## config.mk

```make
export PLATFORM = sky130hd
export DESIGN_NAME = rtc_i2c_host
export DESIGN_NICKNAME = d
export VERILOG_FILES = /design/src/hdl/rtc_host_pkg.sv /design/src/hdl/rtc_i2c_host.sv
export VERILOG_INCLUDE_DIRS = /design/src /design/src/hdl
export SDC_FILE = /design/constraint.sdc
export NUM_CORES = 1
export LEC_CHECK = 0
export BUFFER_PORTS_ARGS = -buffer_cell sky130_fd_sc_hd__buf_2
export CAP_MARGIN = 20
export CORE_MARGIN = 10
export CORE_UTILIZATION = 25
export CTS_CLUSTER_SIZE = 16
export DETAILED_ROUTE_END_ITERATION = 6
export PLACE_DENSITY = 0.51
export SYNTH_ARGS = -nofsm -noshare
export SYNTH_HDL_FRONTEND = slang
export SYNTH_SLANG_ARGS = --single-unit
export TNS_END_PERCENT = 1
```

## constraint.sdc

```tcl
create_clock -name sys_clk -period 4.8 [get_ports sys_clk]
set_clock_uncertainty 0.15 [all_clocks]
set_input_delay 0.24 -clock sys_clk [delete_from_list [all_inputs] [get_ports sys_clk]]
set_output_delay 0.24 -clock sys_clk [all_outputs]
set_load 0.01 [all_outputs]
```

## src/hdl/rtc_host_regs.svh

```systemverilog
// register offsets, field positions and timing counts for the rtc bus master
`ifndef RTC_HOST_REGS_SVH
`define RTC_HOST_REGS_SVH
// own command/status registers of the master
`define HOST_CTRL_OFS      8'h00
`define HOST_ADDR_OFS      8'h04
`define HOST_WDATA_OFS     8'h08
`define HOST_RDATA_OFS     8'h0c
`define HOST_STATUS_OFS    8'h10
`define HOST_COUNT_OFS     8'h14
`define HOST_DIV_OFS       8'h18
// ctrl fields
`define CTRL_GO_BIT        0
`define CTRL_READ_BIT      1
`define CTRL_SPACE_BIT     2
`define CTRL_CUR_BIT       3
// status fields
`define STAT_BUSY_BIT      0
`define STAT_DONE_BIT      1
`define STAT_NACK_BIT      2
// device map
`define DEV_ID_REGS        7'h6f
`define DEV_ID_USER        7'h57
`define DEV_TURNOVER_OFS   8'h2c
`define DEV_HOTCURVE_OFS   8'h2d
`define DEV_REG_WRAP       8'h2f
`define DEV_USER_TOP       8'h7f
`define TURNOVER_CODE_W    5
`define HOT_CURVE_W        7
// timing: quarter of the serial clock period, 2500 ns at 100 mhz sys_clk
`define QUARTER_NS         2500
`define SYS_PERIOD_NS      10
`define QUARTER_CYC        (`QUARTER_NS / `SYS_PERIOD_NS)
`endif

```

## src/hdl/rtc_host_pkg.sv

```systemverilog
// types for the rtc bus master
package rtc_host_pkg;
  typedef enum logic [3:0] {
    st_idle, st_start, st_send, st_sack, st_recv, st_mack, st_stop, st_done
  } host_state_t;
  typedef enum logic [2:0] {
    ph_slave_w, ph_word, ph_data, ph_restart, ph_slave_r, ph_read
  } host_phase_t;
endpackage : rtc_host_pkg

```

## src/hdl/rtc_i2c_host.sv

```systemverilog
// two-wire bus master that reads and writes the rtc register and user spaces
// Function
// [RULE_01] bytes go most significant bit first
// [RULE_02] data changes only while clock low
// [RULE_03] device leaves data released after power-up
// [RULE_04] device ignores everything before a start
// [RULE_05] stop returns device to standby
// [RULE_06] transmitter releases, receiver acks ninth clock
// [RULE_07] device acks word address and written data
// [RULE_08] master acks each read byte wanting more
// [RULE_09] device ids 1101111 and 1010111 are matched
// [RULE_10] address lsb one reads, zero writes
// [RULE_11] word address pointer starts at zero
// [RULE_12] random read reuses same slave id
// [RULE_13] write is start, id, word, data, stop
// [RULE_14] random read uses repeated start, id read
// [RULE_15] reads continue while master acks, stop ends
// [RULE_16] register pointer wraps after 2fh to zero
// [RULE_17] user memory is 128 bytes, own id
// [RULE_18] turnover temperature at 2ch is read only
// [RULE_19] turnover code: 0.5 degree steps, sign bit four
// [RULE_20] hot curvature at 2dh is magnitude times 2048
// [RULE_21] hot curvature is read only
// [RULE_22] master starts every transfer and drives clock
// [RULE_23] unmatched id gets no ack
// [RULE_24] both lines pass synchronisers and edge detection; the host synchronises and filters levels only, with no edge detection
`include "rtc_host_regs.svh"
module rtc_i2c_host
  import rtc_host_pkg::*;
#(
  parameter int QUARTER = `QUARTER_CYC  // sys cycles per quarter serial period
) (
  // clock and reset
  input  wire logic       sys_clk,
  input  wire logic       reset_n,
  // software register port
  input  wire logic [7:0] reg_addr,
  input  wire logic [31:0] reg_wdata,
  input  wire logic       reg_wr,
  input  wire logic       reg_rd,
  output logic      [31:0] reg_rdata,
  // serial clock pin
  input  wire logic       scl_in,
  output logic            scl_out,
  output logic            scl_oe,
  // serial data pin
  input  wire logic       sda_in,
  output logic            sda_out,
  output logic            sda_oe
);

  // software-visible state
  logic        read_r;          // transfer is a read
  logic        user_r;          // user memory space selected
  logic        cur_r;           // current-address read, no word byte
  logic [7:0]  word_r;          // word address to send
  logic [7:0]  wdata_r;         // data byte to write
  logic [7:0]  rdata_r;         // last byte read
  logic [7:0]  count_r;         // bytes still to read
  logic        busy_r;          // transfer running
  logic        done_r;          // transfer finished (sticky)
  logic        nack_r;          // device refused a byte (sticky)
  logic [15:0] div_r;           // quarter period in sys cycles
  // engine state
  host_state_t state_r;         // bit-level state
  host_phase_t phase_r;         // byte-level phase
  logic [15:0] tick_r;          // quarter-period counter
  logic [1:0]  qtr_r;           // quarter index within a bit
  logic [2:0]  bit_r;           // bit index within a byte
  logic [7:0]  shift_r;         // byte being shifted
  logic        scl_low_r;       // we pull the clock low
  logic        sda_low_r;       // we pull data low
  logic [2:0]  scl_sync_r;      // clock-pin synchroniser
  logic [2:0]  sda_sync_r;      // data-pin synchroniser
  logic        scl_s_r;         // filtered clock level
  logic        sda_s_r;         // filtered data level
  logic        go;              // start pulse from software
  logic        step;            // end of a quarter period

  // open-drain pins only ever drive low
  assign scl_out = 1'b0;
  assign sda_out = 1'b0;
  assign scl_oe  = scl_low_r;                                             // [RULE_22]
  assign sda_oe  = sda_low_r;

  assign go   = reg_wr && (reg_addr == `HOST_CTRL_OFS) && reg_wdata[`CTRL_GO_BIT] && !busy_r;
  assign step = (tick_r == 16'h0000);

  // pin synchronisers; a level counts once stages two and three agree
  always_ff @(posedge sys_clk) begin
    if (!reset_n) begin
      scl_sync_r <= 3'h7;
      sda_sync_r <= 3'h7;
      scl_s_r    <= 1'b1;
      sda_s_r    <= 1'b1;
    end else begin
      scl_sync_r <= {scl_sync_r[1:0], scl_in};                            // [RULE_24]
      sda_sync_r <= {sda_sync_r[1:0], sda_in};
      if (scl_sync_r[1] == scl_sync_r[2]) begin
        scl_s_r <= scl_sync_r[2];
      end
      if (sda_sync_r[1] == sda_sync_r[2]) begin
        sda_s_r <= sda_sync_r[2];
      end
    end
  end

  // software configuration writes
  always_ff @(posedge sys_clk) begin
    if (!reset_n) begin
      read_r  <= 1'b0;
      user_r  <= 1'b0;
      cur_r   <= 1'b0;
      word_r  <= 8'h00;
      wdata_r <= 8'h00;
      div_r   <= 16'(QUARTER);
    end else if (reg_wr) begin
      unique case (reg_addr)
        `HOST_CTRL_OFS: begin
          if (!busy_r) begin
            read_r <= reg_wdata[`CTRL_READ_BIT];
            user_r <= reg_wdata[`CTRL_SPACE_BIT];
            cur_r  <= reg_wdata[`CTRL_CUR_BIT];
          end
        end
        `HOST_ADDR_OFS:  word_r  <= reg_wdata[7:0];
        `HOST_WDATA_OFS: wdata_r <= reg_wdata[7:0];
        `HOST_DIV_OFS:   div_r   <= (reg_wdata[15:0] == 16'h0000) ? 16'h0001 : reg_wdata[15:0];
        default: ;
      endcase
    end
  end

  // read data one cycle after the strobe
  always_ff @(posedge sys_clk) begin
    if (!reset_n) begin
      reg_rdata <= 32'h0000_0000;
    end else if (reg_rd) begin
      unique case (reg_addr)
        `HOST_CTRL_OFS:   reg_rdata <= {28'h0, cur_r, user_r, read_r, 1'b0};
        `HOST_ADDR_OFS:   reg_rdata <= {24'h0, word_r};
        `HOST_WDATA_OFS:  reg_rdata <= {24'h0, wdata_r};
        `HOST_RDATA_OFS:  reg_rdata <= {24'h0, rdata_r};
        `HOST_STATUS_OFS: reg_rdata <= {29'h0, nack_r, done_r, busy_r};
        `HOST_COUNT_OFS:  reg_rdata <= {24'h0, count_r};
        `HOST_DIV_OFS:    reg_rdata <= {16'h0, div_r};
        default:          reg_rdata <= 32'h0000_0000;
      endcase
    end else begin
      reg_rdata <= 32'h0000_0000;
    end
  end

  // quarter-period timebase, held while the device stretches the clock
  always_ff @(posedge sys_clk) begin
    if (!reset_n || state_r == st_idle) begin
      tick_r <= 16'h0000;
    end else if (!scl_low_r && !scl_s_r) begin
      tick_r <= tick_r;
    end else if (step) begin
      tick_r <= div_r - 16'h0001;
    end else begin
      tick_r <= tick_r - 16'h0001;
    end
  end

  // byte sequencer and bit engine
  always_ff @(posedge sys_clk) begin
    if (!reset_n) begin
      state_r   <= st_idle;
      phase_r   <= ph_slave_w;
      qtr_r     <= 2'h0;
      bit_r     <= 3'h7;
      shift_r   <= 8'h00;
      scl_low_r <= 1'b0;
      sda_low_r <= 1'b0;                                                  // [RULE_03]
      busy_r    <= 1'b0;
      done_r    <= 1'b0;
      nack_r    <= 1'b0;
      rdata_r   <= 8'h00;
      count_r   <= 8'h00;
    end else begin
      // sticky flags cleared by writing ones; new events win
      if (reg_wr && reg_addr == `HOST_STATUS_OFS) begin
        if (reg_wdata[`STAT_DONE_BIT]) done_r <= 1'b0;
        if (reg_wdata[`STAT_NACK_BIT]) nack_r <= 1'b0;
      end
      if (reg_wr && reg_addr == `HOST_COUNT_OFS && !busy_r) begin
        count_r <= reg_wdata[7:0];
      end
      unique case (state_r)
        st_idle: begin
          if (go) begin
            busy_r  <= 1'b1;
            qtr_r   <= 2'h0;
            state_r <= st_start;
            // current read goes straight to the read id
            phase_r <= (reg_wdata[`CTRL_READ_BIT] && reg_wdata[`CTRL_CUR_BIT]) ? ph_slave_r
                                                                              : ph_slave_w;
          end
        end
        st_start: if (step) begin
          // data falls while clock high, then clock falls
          qtr_r <= qtr_r + 2'h1;
          if (qtr_r == 2'h0) begin scl_low_r <= 1'b0; end
          if (qtr_r == 2'h1) begin sda_low_r <= 1'b1; end                 // [RULE_04]
          if (qtr_r == 2'h2) begin scl_low_r <= 1'b1; end
          if (qtr_r == 2'h3) begin
            bit_r   <= 3'h7;
            state_r <= st_send;
            // id byte: seven-bit identifier then direction
            unique case (phase_r)
              ph_slave_w: shift_r <= {user_r ? `DEV_ID_USER : `DEV_ID_REGS, 1'b0}; // [RULE_09] [RULE_10]
              ph_slave_r: shift_r <= {user_r ? `DEV_ID_USER : `DEV_ID_REGS, 1'b1}; // [RULE_12] [RULE_14]
              default:    shift_r <= 8'h00;
            endcase
          end
        end
        st_send: if (step) begin
          qtr_r <= qtr_r + 2'h1;
          // data set while clock low, clock pulses after
          if (qtr_r == 2'h0) begin sda_low_r <= !shift_r[7]; end          // [RULE_01] [RULE_02]
          if (qtr_r == 2'h1) begin scl_low_r <= 1'b0; end
          if (qtr_r == 2'h3) begin
            scl_low_r <= 1'b1;
            shift_r   <= {shift_r[6:0], 1'b0};
            bit_r     <= bit_r - 3'h1;
            if (bit_r == 3'h0) begin state_r <= st_sack; end
          end
        end
        st_sack: if (step) begin
          qtr_r <= qtr_r + 2'h1;
          if (qtr_r == 2'h0) begin sda_low_r <= 1'b0; end                 // [RULE_06]
          if (qtr_r == 2'h1) begin scl_low_r <= 1'b0; end
          if (qtr_r == 2'h2 && sda_s_r) begin nack_r <= 1'b1; end         // [RULE_23]
          if (qtr_r == 2'h3) begin
            scl_low_r <= 1'b1;
            bit_r     <= 3'h7;
            if (nack_r) begin
              state_r <= st_stop;
            end else begin
              unique case (phase_r)
                ph_slave_w: begin
                  phase_r <= ph_word;
                  shift_r <= word_r;                                       // [RULE_11]
                  state_r <= st_send;
                end
                ph_word: begin
                  // write sends data; read restarts
                  phase_r <= read_r ? ph_slave_r : ph_data;                // [RULE_07]
                  shift_r <= wdata_r;
                  state_r <= read_r ? st_start : st_send;                  // [RULE_14]
                  sda_low_r <= 1'b0;
                end
                ph_data:    state_r <= st_stop;                            // [RULE_13]
                ph_slave_r: begin
                  phase_r <= ph_read;
                  state_r <= st_recv;
                end
                default:    state_r <= st_stop;
              endcase
            end
          end
        end
        st_recv: if (step) begin
          qtr_r <= qtr_r + 2'h1;
          if (qtr_r == 2'h0) begin sda_low_r <= 1'b0; end
          if (qtr_r == 2'h1) begin scl_low_r <= 1'b0; end
          if (qtr_r == 2'h2) begin shift_r <= {shift_r[6:0], sda_s_r}; end // [RULE_01]
          if (qtr_r == 2'h3) begin
            scl_low_r <= 1'b1;
            bit_r     <= bit_r - 3'h1;
            if (bit_r == 3'h0) begin
              rdata_r <= shift_r;
              count_r <= count_r - 8'h01;
              state_r <= st_mack;
            end
          end
        end
        st_mack: if (step) begin
          qtr_r <= qtr_r + 2'h1;
          // ack only while more bytes are wanted
          if (qtr_r == 2'h0) begin sda_low_r <= (count_r != 8'h00); end  // [RULE_08] [RULE_15]
          if (qtr_r == 2'h1) begin scl_low_r <= 1'b0; end
          if (qtr_r == 2'h3) begin
            scl_low_r <= 1'b1;
            bit_r     <= 3'h7;
            state_r   <= (count_r != 8'h00) ? st_recv : st_stop;
          end
        end
        st_stop: if (step) begin
          // data rises while clock high
          qtr_r <= qtr_r + 2'h1;
          if (qtr_r == 2'h0) begin sda_low_r <= 1'b1; end
          if (qtr_r == 2'h1) begin scl_low_r <= 1'b0; end
          if (qtr_r == 2'h2) begin sda_low_r <= 1'b0; end                 // [RULE_05]
          if (qtr_r == 2'h3) begin state_r <= st_done; end
        end
        st_done: begin
          busy_r  <= 1'b0;
          done_r  <= 1'b1;
          state_r <= st_idle;
        end
        default: state_r <= st_idle;
      endcase
    end
  end

  // clock is only ever released while data is stable or framing
  sda_change_a: assert property (@(posedge sys_clk) disable iff (!reset_n)
    (state_r == st_send && !scl_low_r) |-> $stable(sda_low_r))
    else $error("data changed while clock released"); // [RULE_02]

  // data released when idle
  idle_release_a: assert property (@(posedge sys_clk) disable iff (!reset_n)
    (state_r == st_idle) |-> (!sda_oe && !scl_oe))
    else $error("pins driven while idle"); // [RULE_03]

  // acknowledge phase releases data
  ack_release_a: assert property (@(posedge sys_clk) disable iff (!reset_n)
    (state_r == st_sack && !scl_low_r) |-> !sda_low_r)
    else $error("data held during device acknowledge"); // [RULE_06]

  // refused byte leads to stop
  nack_stop_a: assert property (@(posedge sys_clk) disable iff (!reset_n)
    (state_r == st_sack && step && qtr_r == 2'h3 && nack_r) |=> (state_r == st_stop))
    else $error("no stop after refusal"); // [RULE_23]

  // last read byte not acknowledged
  last_nack_a: assert property (@(posedge sys_clk) disable iff (!reset_n)
    (state_r == st_mack && !scl_low_r && count_r == 8'h00) |-> !sda_low_r)
    else $error("last read byte acknowledged"); // [RULE_15]

  // done follows stop
  stop_done_a: assert property (@(posedge sys_clk) disable iff (!reset_n)
    (state_r == st_done) |=> (!busy_r && done_r && state_r == st_idle))
    else $error("transfer did not finish"); // [RULE_05]

  // start pulls data low while clock released
  start_shape_a: assert property (@(posedge sys_clk) disable iff (!reset_n)
    (state_r == st_start && step && qtr_r == 2'h1) |=> (sda_low_r && !scl_low_r))
    else $error("bad start condition"); // [RULE_04]

  // read id carries direction one
  read_dir_a: assert property (@(posedge sys_clk) disable iff (!reset_n)
    (state_r == st_start && step && qtr_r == 2'h3 && phase_r == ph_slave_r) |=> shift_r[0])
    else $error("read id without direction bit"); // [RULE_10]

endmodule : rtc_i2c_host

```

# [Word level (Yosys, flattened, before mapping)]
# Cells that the tools add are included.
[totals] out_inout_bits=36 reg_bits=132
[classes] mux=91 bitwise_logic=1 reduce_logical=51 n_addsub=5 n_eq_ne=50
[op_table] cell="two-way mux 8 bit" n=14
[op_table] cell="case mux 16 bit (7 select lines)" n=1
[op_table] cell="two-way mux 4 bit" n=15
[op_table] cell="!= test 2 bit, second input constant" n=20
[op_table] cell="two-way mux 3 bit" n=11
[op_table] cell="zero test 16 bit" n=2
[op_table] cell="two-way mux 16 bit" n=2
[op_table] cell="case mux 8 bit (2 select lines)" n=2
[op_table] cell="case mux 8 bit (4 select lines)" n=1
[op_table] cell="subtractor 16 x 1 -> 16 bit, second input constant" n=2
[op_table] cell="two-way mux 1 bit" n=31
[op_table] cell="case mux 4 bit (7 select lines)" n=1
[op_table] cell="== test 8 x 5 -> 1 bit, second input constant" n=3
[op_table] cell="AND reduction 11 bit" n=2
[op_table] cell="case mux 3 bit (3 select lines)" n=2
[op_table] cell="== test 4 x 3 -> 1 bit, second input constant" n=4
[op_table] cell="== test 8 x 4 -> 1 bit, second input constant" n=2
[op_table] cell="AND reduction 15 bit" n=1
[op_table] cell="!= test 2 x 1 -> 1 bit, second input constant" n=6
[op_table] cell="case mux 3 bit (2 select lines)" n=2
[op_table] cell="AND reduction 2 bit" n=6
[op_table] cell="nonzero test 2 bit" n=6
[op_table] cell="AND reduction 5 bit" n=2
[op_table] cell="logical AND 1 bit" n=9
[op_table] cell="other kinds (37)" n=51

# [Logic depth before layout (Yosys ltp)]
# Gate-level depths: netlist of the first run.
[logic_depth] depth_word=8 ltp_mapped=12 mapped_depth_nobuf=11

# [Worst setup path after synthesis of the first run]
# No wires, ideal clock.
[synth_timing] path_kind="register to register" start="register tick_r[9]" end="register tick_r[14]" arrival_time_ns=3.033 setup_ns=0.128 path_buffers=1 synth_period_minus_slack_ns=3.312 setup_slack_ns=1.488 stages_incl_launch_ff=13 path_cell_list="dfxtp_1 nor2_1 nand4_1 nor2_1 clkbuf_1 a21oi_1 ha_1 or3b_2 or2_2 a31oi_1 o2111ai_1 o311ai_0 nand3b_1"
[synth_between] elab_chain_cells=2 word_cells_on_any_way=3 cone_classes="add/sub: 1; mux: 1; reduce/logical: 1"
[synth_lines] element="from (decl)" line_no="rtc_i2c_host.sv:67" text="logic [15:0] tick_r;"
[synth_lines] element="from (signal assigned)" line_no="rtc_i2c_host.sv:159" text="tick_r <= tick_r;"
[synth_lines] element="from (signal assigned)" line_no="rtc_i2c_host.sv:161" text="tick_r <= div_r - 16'h0001;"
[synth_lines] element="from (signal assigned)" line_no="rtc_i2c_host.sv:163" text="tick_r <= tick_r - 16'h0001;"
[synth_lines] element="subtractor 16 x 1 -> 16 bit / zero test 16 bit (equally long branches)" line_no="rtc_i2c_host.sv:163, rtc_i2c_host.sv:87"
[synth_lines] element="two-way mux 16 bit *" line_no="rtc_i2c_host.sv:160" text="end else if (step) begin"
# Mark *: on every way between the ends. The rest lies on a longest branch, timed or not.
# A chain may end at the register's enable or synchronous reset.

# [Final worst setup path of the first run]
# Ends and elaborated chain as after synthesis.

==> results.cfg, run 1 <==
[outcome]
status = finished, final reports clean

[timing]
finalMaxSlewViolations = 0
rsz0062_at_grt = no
hold_ws_ns = 0.0203
tightest_slew_ns = 0.952
fin_crit_ns = 3.75
layout_setup_ws_ns = 1.05
setup_viol = 0
worst_slew_margin_rel_pct = 36.3
fmax_ghz = 0.267
finalHoldViolations = 0
finalSetupTns_ns = 0
fin_crit_sh_pct = 78.2

[global_routing]
globalRouteTotalUtil_pct = 12.6
global_route_total_overflow = 0
grt_pass1_vias = 5488
grt_max_degree = 61
antenna_found_initial = 0
grt_first_pass_wirelength_um = 31100

[die]
die_y_um = 175
start_util_pct = 25.5
fp-row-count = 56
pin_count = 82
chipWidth_um = 175
fp.dieArea_um2 = 30600
core-area_um2 = 23500

[finish]
diodes = 0
n_fill_cell = 2526
final-seq-area_um2 = 2300
drive_above_1_share_pct = 14.2
num-nets-final = 850
multi_input_area_um2 = 3380
area.growth.synth_to_final_pct = 20.8

[yosys]
synth_cells = 747
synth_top_cells_by_area = dfxtp_1, a21oi_1, nand2_1
synth_warn = 0
leading_area_contributor_after_synthesis = dfxtp_1
post_synth.cell_area_avg_um2 = 8.04
synth_edf_count = 0
synth_largest_type_area_fraction_pct = 38.3
seq_area_frac_synth_pct = 38.3
post_synth_num_cell_types = 70
synth.cell_area_um2 = 6010
cell_with_the_most_instances_after_synthesis = dfxtp_1
synth_async_sr_flop_share_pct = 0
synth_seq_cells = 115
ys_dominant_reg_cell = dfxtp_1
synth_commonest_cells = dfxtp_1, nand2_1, a21oi_1, nor2_1, nand3_1

[flow_run]
max_cap_viol_count = 0

[clock_tree]
post_cts_resize_count = 0
clkLatencyLatePin_ns = 0.42
clock_sinks = 115
postCtsSetupBuffers = 0
root_buf_cell = clkbuf_16
cts_made_buffers = 17
cts_buffer_depth = 2
clock_tree_from_tritoncts = done
cts.htree.levels = 4
clk_transition_reported_paths_ns = 0.06
holdBufCountCts = 14

[routing]
detail_route.iter0.violations = 515
detailedRoute.firstPassIterationCount = 5
routed-via-count = 5693
drtAntennaViolNets = 0
vias_per_cell = 5.05
detail_route.wl_per_cell_um = 17.3
drt-total-wl_um = 19600
detail_route.drc_violations = 0

[setup_path]
data_arrival_time_of_the_critical_path_ns = 3.96
start_to_end_type_of_the_worst_setup_path = flop to flop
cp-start-kind = flop
crit_path_max_fanout = 13
worst-endpoint-required_ns = 5.01
critical_path.endpoint_type = flop

[power_and_ir_drop]
irDropWorstVdd_v = 0.000290
clkPwrFrac_pct = 57.1
p_leak_nw = 2.64
power.internal_mw = 1.87
switchingPower_mw = 0.555
logic_gate_share_of_total_power_pct = 3.4
pwr_total_mw = 2.43
switching_share_of_total_power_pct = 22.9
power_per_cell_area_nw_per_um2 = 334
p_seq_share_pct = 39.5

[min_path]
hold_class = input pin to flop

[place]
port-buffer-count = 47
place.gp.congestion = 0.841
detailedPlacementHpwl_um = 13700
dpl_worst_slack_ns = 1.12
==> placed cells by master (no fill, tap or decap), types with 4 or more instances in the layout <==
master,count
and3_1,6
dlygate4sd3_1,14
o31ai_1,5
mux2i_1,16
nand2b_1,14
a22oi_1,13
buf_2,47
o2111ai_1,5
o21ai_0,26
inv_1,15
a32oi_1,4
nor3_1,24
dfxtp_1,115
a21oi_1,76
and4_1,4
nand4_1,5
a211oi_1,17
bufinv_16,4
a222oi_1,5
nand3_1,49
or3_1,10
o211ai_1,4
nor4_1,7
inv_6,4
nor2b_1,7
clkbuf_16,17
nand2_1,85
buf_4,13
a31oi_1,12
nor2_1,63
a221oi_1,6
a311oi_1,4
o21a_1,4
ha_1,9
conb_1,18
mux2_2,7
and2_1,10
==> state kept, by name (all words and copies together), names as in the netlist, 2 cells and up <==
signal,cells
bit_r,3
rdata_r,8
phase_r,3
sda_sync_r,3
count_r,8
wdata_r,8
word_r,8
qtr_r,2
div_r,16
reg_rdata,16
state_r,3
tick_r,16
scl_sync_r,3
shift_r,8
==> critical path, cell delays in order, from the launching register on <==
cell,delay (ns)
dfxtp_1,0.37
nor2_1,0.13
nand4_1,0.11
buf_4,0.16
nor2_1,0.06
buf_4,0.19
a21oi_1,0.20
ha_1,0.22
or3b_2,0.48
or2_2,0.28
a31oi_1,0.43
o2111ai_1,0.30
a2111oi_0,0.44
nand3b_1,0.15
==> worst paths after layout <==
kind / slack (ns) / start / depth (start not counted) / endpoint
max: 1.05 / tick_r[9] / 13 / tick_r[14]
min: 0.02 / reg_wdata[2] / 3 / word_r[2]
max reg2reg: 1.05 / tick_r[9] / 13 / tick_r[14]
min reg2reg: 0.26 / scl_sync_r[0] / 1 / scl_sync_r[1]
==> cells by family after synthesis <==
family	Yosys count	synth area share, %
XOR/XNOR	1	0.146
other	1	0.0624
AND/OR/NAND/NOR	307	25.4
AO/OA/AOI/OAI	212	23.4
adder cells (fa/ha/maj)	10	2.04
multiplexers	23	3.98
flip-flops	115	38.3
buffers and inverters	78	6.64
==> stage by stage <==
stage | cells | area (um^2) | utilization, %
final | 1127 | 7260 | 30.8
after global routing | 1127 | 7260 | 30.8
after CTS | 1127 | 7260 | 30.8
after detailed placement | 1081 | 6480 | 27.5
after global placement | 1081 | 6480 | 27.5
after floorplan | 764 | 6070 | -
==> area by class of cell <==
class / instances / area share [%]
clock buffers: 18 / 6.05
clock inverters: 14 / 2.77
inverters: 16 / 0.827
multi-input cells: 571 / 46.6
flip-flops and latches: 115 / 31.7
well taps: 319 / 5.50
repair buffers: 74 / 6.52
==> layer usage <==
layer	global-route usage, %	vias to the layer above	wire, um
li1	-	2824	-
met1	16.2	2700	9020
met2	20.3	146	9250
met3	3.02	23	970
met4	4.20	0	313
met5	0	-	0
==> power groups by stage <==
stage / Sequential (mW) / Combinational (mW) / Clock [mW]
finish: 0.959 / 0.0831 / 1.39
global route: 0.959 / 0.0900 / 1.45
CTS: 0.959 / 0.0821 / 1.41
detailed placement: 0.980 / 0.0730 / 0
global placement: 0.980 / 0.0735 / 0
floorplan: 0.979 / 0.0496 / 0
Power figures use the tool's default switching activity.
==> inputs of run 2 (changes only) <==
--- a/config.mk
+++ b/config.mk
@@ -6,6 +6,7 @@
 export SDC_FILE = /design/constraint.sdc
 export NUM_CORES = 1
 export LEC_CHECK = 0
+export ABC_AREA = 1
 export BUFFER_PORTS_ARGS = -buffer_cell sky130_fd_sc_hd__buf_2
 export CAP_MARGIN = 20
 export CORE_MARGIN = 10
==> constraint.sdc (replaced) <==
create_clock -name sys_clk -period 3.8 [get_ports sys_clk]
set_clock_uncertainty 0.15 [all_clocks]
set_input_delay 0.19 -clock sys_clk [delete_from_list [all_inputs] [get_ports sys_clk]]
set_output_delay 0.19 -clock sys_clk [all_outputs]
set_load 0.01 [all_outputs]
==> run 2 against run 1 <==
Via count is 0.44% higher. Synthesized cell count is 14% higher. Sequential power is 47% higher. Setup slack better by 0.28 ns. Critical path depth is 2 higher. Cell count is 11% higher. Core utilization is 0.087 points higher. Routed wire length is 5.6% lower. Synthesized area is 0.52% lower. Die area is 0.46% lower. Flip-flop and latch count stayed put. Fmax is 52% higher. Critical path type unchanged. Largest power group is now combinational logic.
==> results.cfg, run 2 <==
[clock_tree]
cts_buffer_depth = 2
cts.htree.levels = 4
clk_transition_reported_paths_ns = 0.06
root_buf_cell = clkbuf_16
clock_sinks = 115
cts_made_buffers = 17
clock_tree_from_tritoncts = done
clkLatencyLatePin_ns = 0.42
post_cts_resize_count = 0

[timing]
worst_slew_margin_rel_pct = 33.2
setup_viol = 0
fmax_ghz = 0.405
finalSetupTns_ns = 0
fin_crit_sh_pct = 65.0
layout_setup_ws_ns = 1.33
fin_crit_ns = 2.47
rsz0062_at_grt = no
finalHoldViolations = 0
finalMaxSlewViolations = 0
tightest_slew_ns = 0.998

[place]
dpl_worst_slack_ns = 1.35
port-buffer-count = 47
detailedPlacementHpwl_um = 13600
place.gp.congestion = 0.892

[yosys]
leading_area_contributor_after_synthesis = dfxtp_1
ys_dominant_reg_cell = dfxtp_1
synth_cells = 851
post_synth_num_cell_types = 47
cell_with_the_most_instances_after_synthesis = nand2_1
synth_commonest_cells = nand2_1, dfxtp_1, inv_1, a21oi_1, nor2_1
synth_async_sr_flop_share_pct = 0
synth_edf_count = 0
synth_largest_type_area_fraction_pct = 38.5
seq_area_frac_synth_pct = 38.5
synth.cell_area_um2 = 5980
synth_warn = 0
synth_top_cells_by_area = dfxtp_1, nand2_1, a21oi_1
synth_seq_cells = 115
post_synth.cell_area_avg_um2 = 7.02

[routing]
detail_route.drc_violations = 0
routed-via-count = 5718
detail_route.iter0.violations = 262
vias_per_cell = 4.57
detail_route.wl_per_cell_um = 14.7
detailedRoute.firstPassIterationCount = 5
drt-total-wl_um = 18500
drtAntennaViolNets = 0

[finish]
drive_above_1_share_pct = 14.6
n_fill_cell = 2534
reg.largest.list = div_r (16), reg_rdata (16), tick_r (16)
layout_common_cells = nand2_1, dfxtp_1, inv_1
mostFrequentLayoutCell = nand2_1
post-route-util_pct = 30.9
diodes = 0
num-nets-final = 975
area.growth.synth_to_final_pct = 21.4

[setup_path]
worst-endpoint-required_ns = 3.97
data_arrival_time_of_the_critical_path_ns = 2.64
start_to_end_type_of_the_worst_setup_path = flop to flop
crit_path_max_fanout = 17
critical_path.endpoint_type = flop
cp-start-kind = flop

[outcome]
status = finished, final reports clean

[global_routing]
grt_pass1_vias = 5509
global_route_total_overflow = 0
grt_first_pass_wirelength_um = 29500
globalRouteTotalUtil_pct = 12.1
antenna_found_initial = 0
grt_max_degree = 48

[die]
fp.dieArea_um2 = 30500
core-area_um2 = 23500
chipWidth_um = 175
fp-row-count = 56
start_util_pct = 25.5
pin_count = 82
die_y_um = 175

[power_and_ir_drop]
p_leak_nw = 3.16
irDropWorstVdd_v = 0.000261
power_per_cell_area_nw_per_um2 = 714

[min_path]
hold_class = input pin to flop

[flow_run]
max_cap_viol_count = 0
## run 2: changes by cell type after synthesis, sizes merged, moves of 10 or more
cell,previous run,this run
or3,10,0
clkbuf,37,13
mux2i,16,0
nor2,64,102
nand2b,14,0
and2,10,0
nor3,25,12
a22oi,13,2
nand2,85,152
a21oi,76,96
inv,15,117
o21ai,26,86
## run 2: logic make-up (layout without fill, tap and decap cells)
family,count (synthesis),after routing,synth area share [%]
XOR/XNOR,8,8,1.17
buffers and inverters,159,224,11.7
flip-flops,115,115,38.5
other,1,18,0.0627
AND/OR/NAND/NOR,326,326,25.1
AO/OA/AOI/OAI,233,233,21.7
adder cells (fa/ha/maj),9,9,1.88
## run 2: layout make-up
cell class / count / area, um^2 / area share [%]
well taps: 319 / 399 / 5.50
flip-flops and latches: 115 / 2300 / 31.7
clock buffers: 17 / 425 / 5.86
multi-input cells: 594 / 3040 / 41.9
repair buffers: 72 / 473 / 6.52
inverters: 120 / 450 / 6.21
clock inverters: 15 / 165 / 2.28
## run 2: critical path: stages, from the launching register on
cell and delay (ns):
dfxtp_1 0.31, nor2_1 0.17, nand2_2 0.12, nor2_8 0.28, nand3b_1 0.14, nand2_1 0.16, ha_1 0.17, inv_1 0.05
nor2_2 0.17, nand2_1 0.09, nor2_2 0.25, nand2_1 0.08, nand2_1 0.06, nand3_1 0.06, nand2_1 0.06, inv_1 0.04
## run 2: per-layer routing
layer | track usage, % | wire [um] | up-vias
li1 | - | - | 2929
met4 | 4.03 | 291 | 0
met2 | 20.4 | 9100 | 122
met3 | 3.34 | 795 | 26
met5 | 0 | 0 | -
met1 | 14.5 | 8270 | 2641
## run 2: worst paths after layout
path | from | to | slack, ns | cells after the start
worst max-delay path | tick_r[5] | tick_r[10] | 1.33 | 15
worst min-delay path | reg_wr | done_r | 0.06 | 4
worst max register to register | tick_r[5] | tick_r[10] | 1.33 | 15
worst min register to register | sda_sync_r[0] | sda_sync_r[1] | 0.26 | 1
## run 2: where the power goes
part           total (mW)  leakage, nW  switching (mW)  internal, mW
Clock                1.62        0.288           0.597          1.02
Sequential           1.41        0.931          0.0802          1.33
Combinational        2.16         1.95            1.49         0.667
## run 2: metrics by stage
stage | hold WS [ns] | cells | instance area [um^2] | power [mW]
4_1_cts | 0.0562 | 1252 | 7260 | 5.23
3_3_place_gp | 0.229 | 1200 | 6470 | 3.57
5_1_grt | 0.102 | 1252 | 7260 | 5.59
6_report | 0.0583 | 1252 | 7260 | 5.18
3_5_place_dp | 0.230 | 1200 | 6470 | 3.56
2_1_floorplan | 0.147 | 868 | 6040 | 3.15
## run 2: timing repair
item                                   4_1_cts  5_1_grt
endpoints found under the hold margin       33        0
setup buffers                                0        0
hold buffers                                20        0
==> inputs of run 3 (changes only) <==
==> constraint.sdc (replaced) <==
create_clock -name sys_clk -period 2.47 [get_ports sys_clk]
set_clock_uncertainty 0.15 [all_clocks]
set_input_delay 0.1235 -clock sys_clk [delete_from_list [all_inputs] [get_ports sys_clk]]
set_output_delay 0.1235 -clock sys_clk [all_outputs]
set_load 0.01 [all_outputs]
==> run 3 against run 2 <==
Flip-flop and latch count did not move. Highest routed layer unchanged. Critical path depth grew 2. Die area unchanged. Combinational power increased by 63%. Via count grew 1.0%. Global-route usage grew 0.082 points. Largest power group unchanged. Count of clock-buffer cells in the layout increased by 2. Register-to-register slack got worse by 1.1 ns. Hold slack got worse by 0.034 ns. Sequential share of layout area shrank 0.35 points. Routed wire length rose by 0.47%.
==> results.cfg, run 3 (same netlist as run 2, synthesis figures left out) <==
[routing]
drt-total-wl_um = 18500
routed-via-count = 5778
detailedRoute.firstPassIterationCount = 4
detail_route.iter0.violations = 420
detail_route.drc_violations = 0
detail_route.wl_per_cell_um = 14.7
drtAntennaViolNets = 0
vias_per_cell = 4.57

[clock_tree]
clk_transition_reported_paths_ns = 0.06
clock_sinks = 115
root_buf_cell = clkbuf_16
clock_tree_from_tritoncts = done
cts_buffer_depth = 2
cts.htree.levels = 4
cts_made_buffers = 17
clkLatencyLatePin_ns = 0.42

[setup_path]
cp-start-kind = flop
crit_path_max_fanout = 9
crit_path_frequent_cell = nand2_1
start_to_end_type_of_the_worst_setup_path = flop to flop
data_arrival_time_of_the_critical_path_ns = 2.40
worst_path_max_delay_cell = dfxtp_1
crit_path_cell_trace = nor2_1 > nand2_2 > nor2_8 > buf_4 > nand2_4 > nand2_1 > nand2_1 > ha_1 > inv_1 > nor2_2 > nand2_1 > nor2_4 > nand2_1 > nand2_1 > nand3_1 > nand2_1 > inv_1
slowest_delay_ns = 0.35
worst-endpoint-required_ns = 2.64
critical_path.endpoint_type = flop

[timing]
fin_crit_sh_pct = 90.1
rsz0062_at_grt = no
finalMaxSlewViolations = 0
fmax_ghz = 0.449
finalHoldViolations = 0
worst_slew_margin_rel_pct = 58.2
tightest_slew_ns = 0.623
hold_ws_ns = 0.0247
fin_crit_ns = 2.23
finalSetupTns_ns = 0
setup_viol = 0

[outcome]
status = finished, final reports clean

[power_and_ir_drop]
clkPwrFrac_pct = 29.4
power_per_cell_area_nw_per_um2 = 1100
p_leak_nw = 3.19
irDropWorstVdd_v = 0.000508
switching_share_of_total_power_pct = 41.5
pwr_total_mw = 8.08
p_seq_share_pct = 26.8
switchingPower_mw = 3.36
power.internal_mw = 4.73
logic_gate_share_of_total_power_pct = 43.7

[die]
start_util_pct = 25.5
pin_count = 82
chipWidth_um = 175
fp-row-count = 56
die_y_um = 175
fp.dieArea_um2 = 30500
core-area_um2 = 23500

[place]
detailedPlacementHpwl_um = 13800
port-buffer-count = 47
place.detailed.instances = 1208
place.gp.congestion = 0.885

[global_routing]
grt_first_pass_wirelength_um = 29800
global_route_total_overflow = 0
global_route.peak_usage_layer = met2
groute.layer.met3.usage_pct = 2.80
met1_track_demand_over_resource_pct = 14.7
grt_pass1_vias = 5602
globalRouteMet2Util_pct = 21.0
grt_max_degree = 46
globalRouteTotalUtil_pct = 12.2
antenna_found_initial = 0

[finish]
stdcell_count = 1264
n_fill_cell = 2543
reg.largest.list = div_r (16), reg_rdata (16), tick_r (16)
diodes = 0
mostFrequentLayoutCell = nand2_1
num-nets-final = 988
post-route-util_pct = 31.3
drive_above_1_share_pct = 15.3
layout_common_cells = nand2_1, dfxtp_1, inv_1
area.growth.synth_to_final_pct = 22.8

[min_path]
hold_class = input pin to flop

[flow_run]
max_cap_viol_count = 0
[run 3: cell count changes in the layout (fill, tap and decap cells not counted), sizes merged]
| cell | previous run | this run |
|---|---|---|
| bufinv | 3 | 2 |
| dlygate4sd3 | 20 | 21 |
| clkbuf | 17 | 19 |
| buf | 52 | 64 |
| clkinvlp | 3 | 5 |
| clkinv | 11 | 7 |
[run 3: worst paths after layout]
| path | startpoint | endpoint | slack (ns) | cells past startpoint |
|---|---|---|---|---|
| max | tick_r[7] | tick_r[10] | 0.24 | 17 |
| min | reg_addr[2] | reg_rdata[6] | 0.02 | 5 |
| max reg2reg | tick_r[7] | tick_r[10] | 0.24 | 17 |
| min reg2reg | sda_sync_r[0] | sda_sync_r[1] | 0.26 | 1 |
[run 3: cell type report]
cell class                      count  area [um^2]  share of cell area [%]
Clock buffer                       19          433                    5.90
Clock inverter                     12          134                    1.82
Inverter                          120          450                    6.14
Multi-Input combinational cell    594         3050                    41.5
Sequential cell                   115         2300                    31.4
Tap cell                          319          399                    5.44
Timing Repair Buffer               85          573                    7.81
[run 3: layer usage]
metal / routed length (um) / up-vias
met4: 276 / 0
met5: 0 / -
met2: 9210 / 114
met1: 8300 / 2690
met3: 754 / 20
li1: - / 2954
[run 3: critical path: cells and delay by family (launching register included)]
kind | cells | cell delay, ns
DFF | 1 | 0.35
buffers and inverters | 3 | 0.22
adders and majority gates | 1 | 0.16
and+or+nand+nor | 13 | 1.25
[run 3: repair_timing]
item,4_1_cts,5_1_grt
hold endpoints to repair,51,0
setup endpoints to repair,0,5
gates resized for setup,0,1
setup buffers,0,4
hold buffers,21,0
[run 3: power by group through the flow]
stage	combinational [mW]	sequential (mW)	clock [mW]
final	3.53	2.17	2.38
after global routing	3.98	2.19	2.51
after CTS	3.42	2.17	2.42
after detailed placement	3.38	2.20	0
after global placement	3.38	2.20	0
after floorplan	2.66	2.18	0
[run 3: metrics by stage]
stage | worst slack, ns | instance area [um^2]
5_1_grt | 0.0224 | 7340
2_1_floorplan | 0.470 | 6040
4_1_cts | 0.111 | 7300
3_5_place_dp | 0.121 | 6530
3_3_place_gp | 0.124 | 6530
6_report | 0.244 | 7340
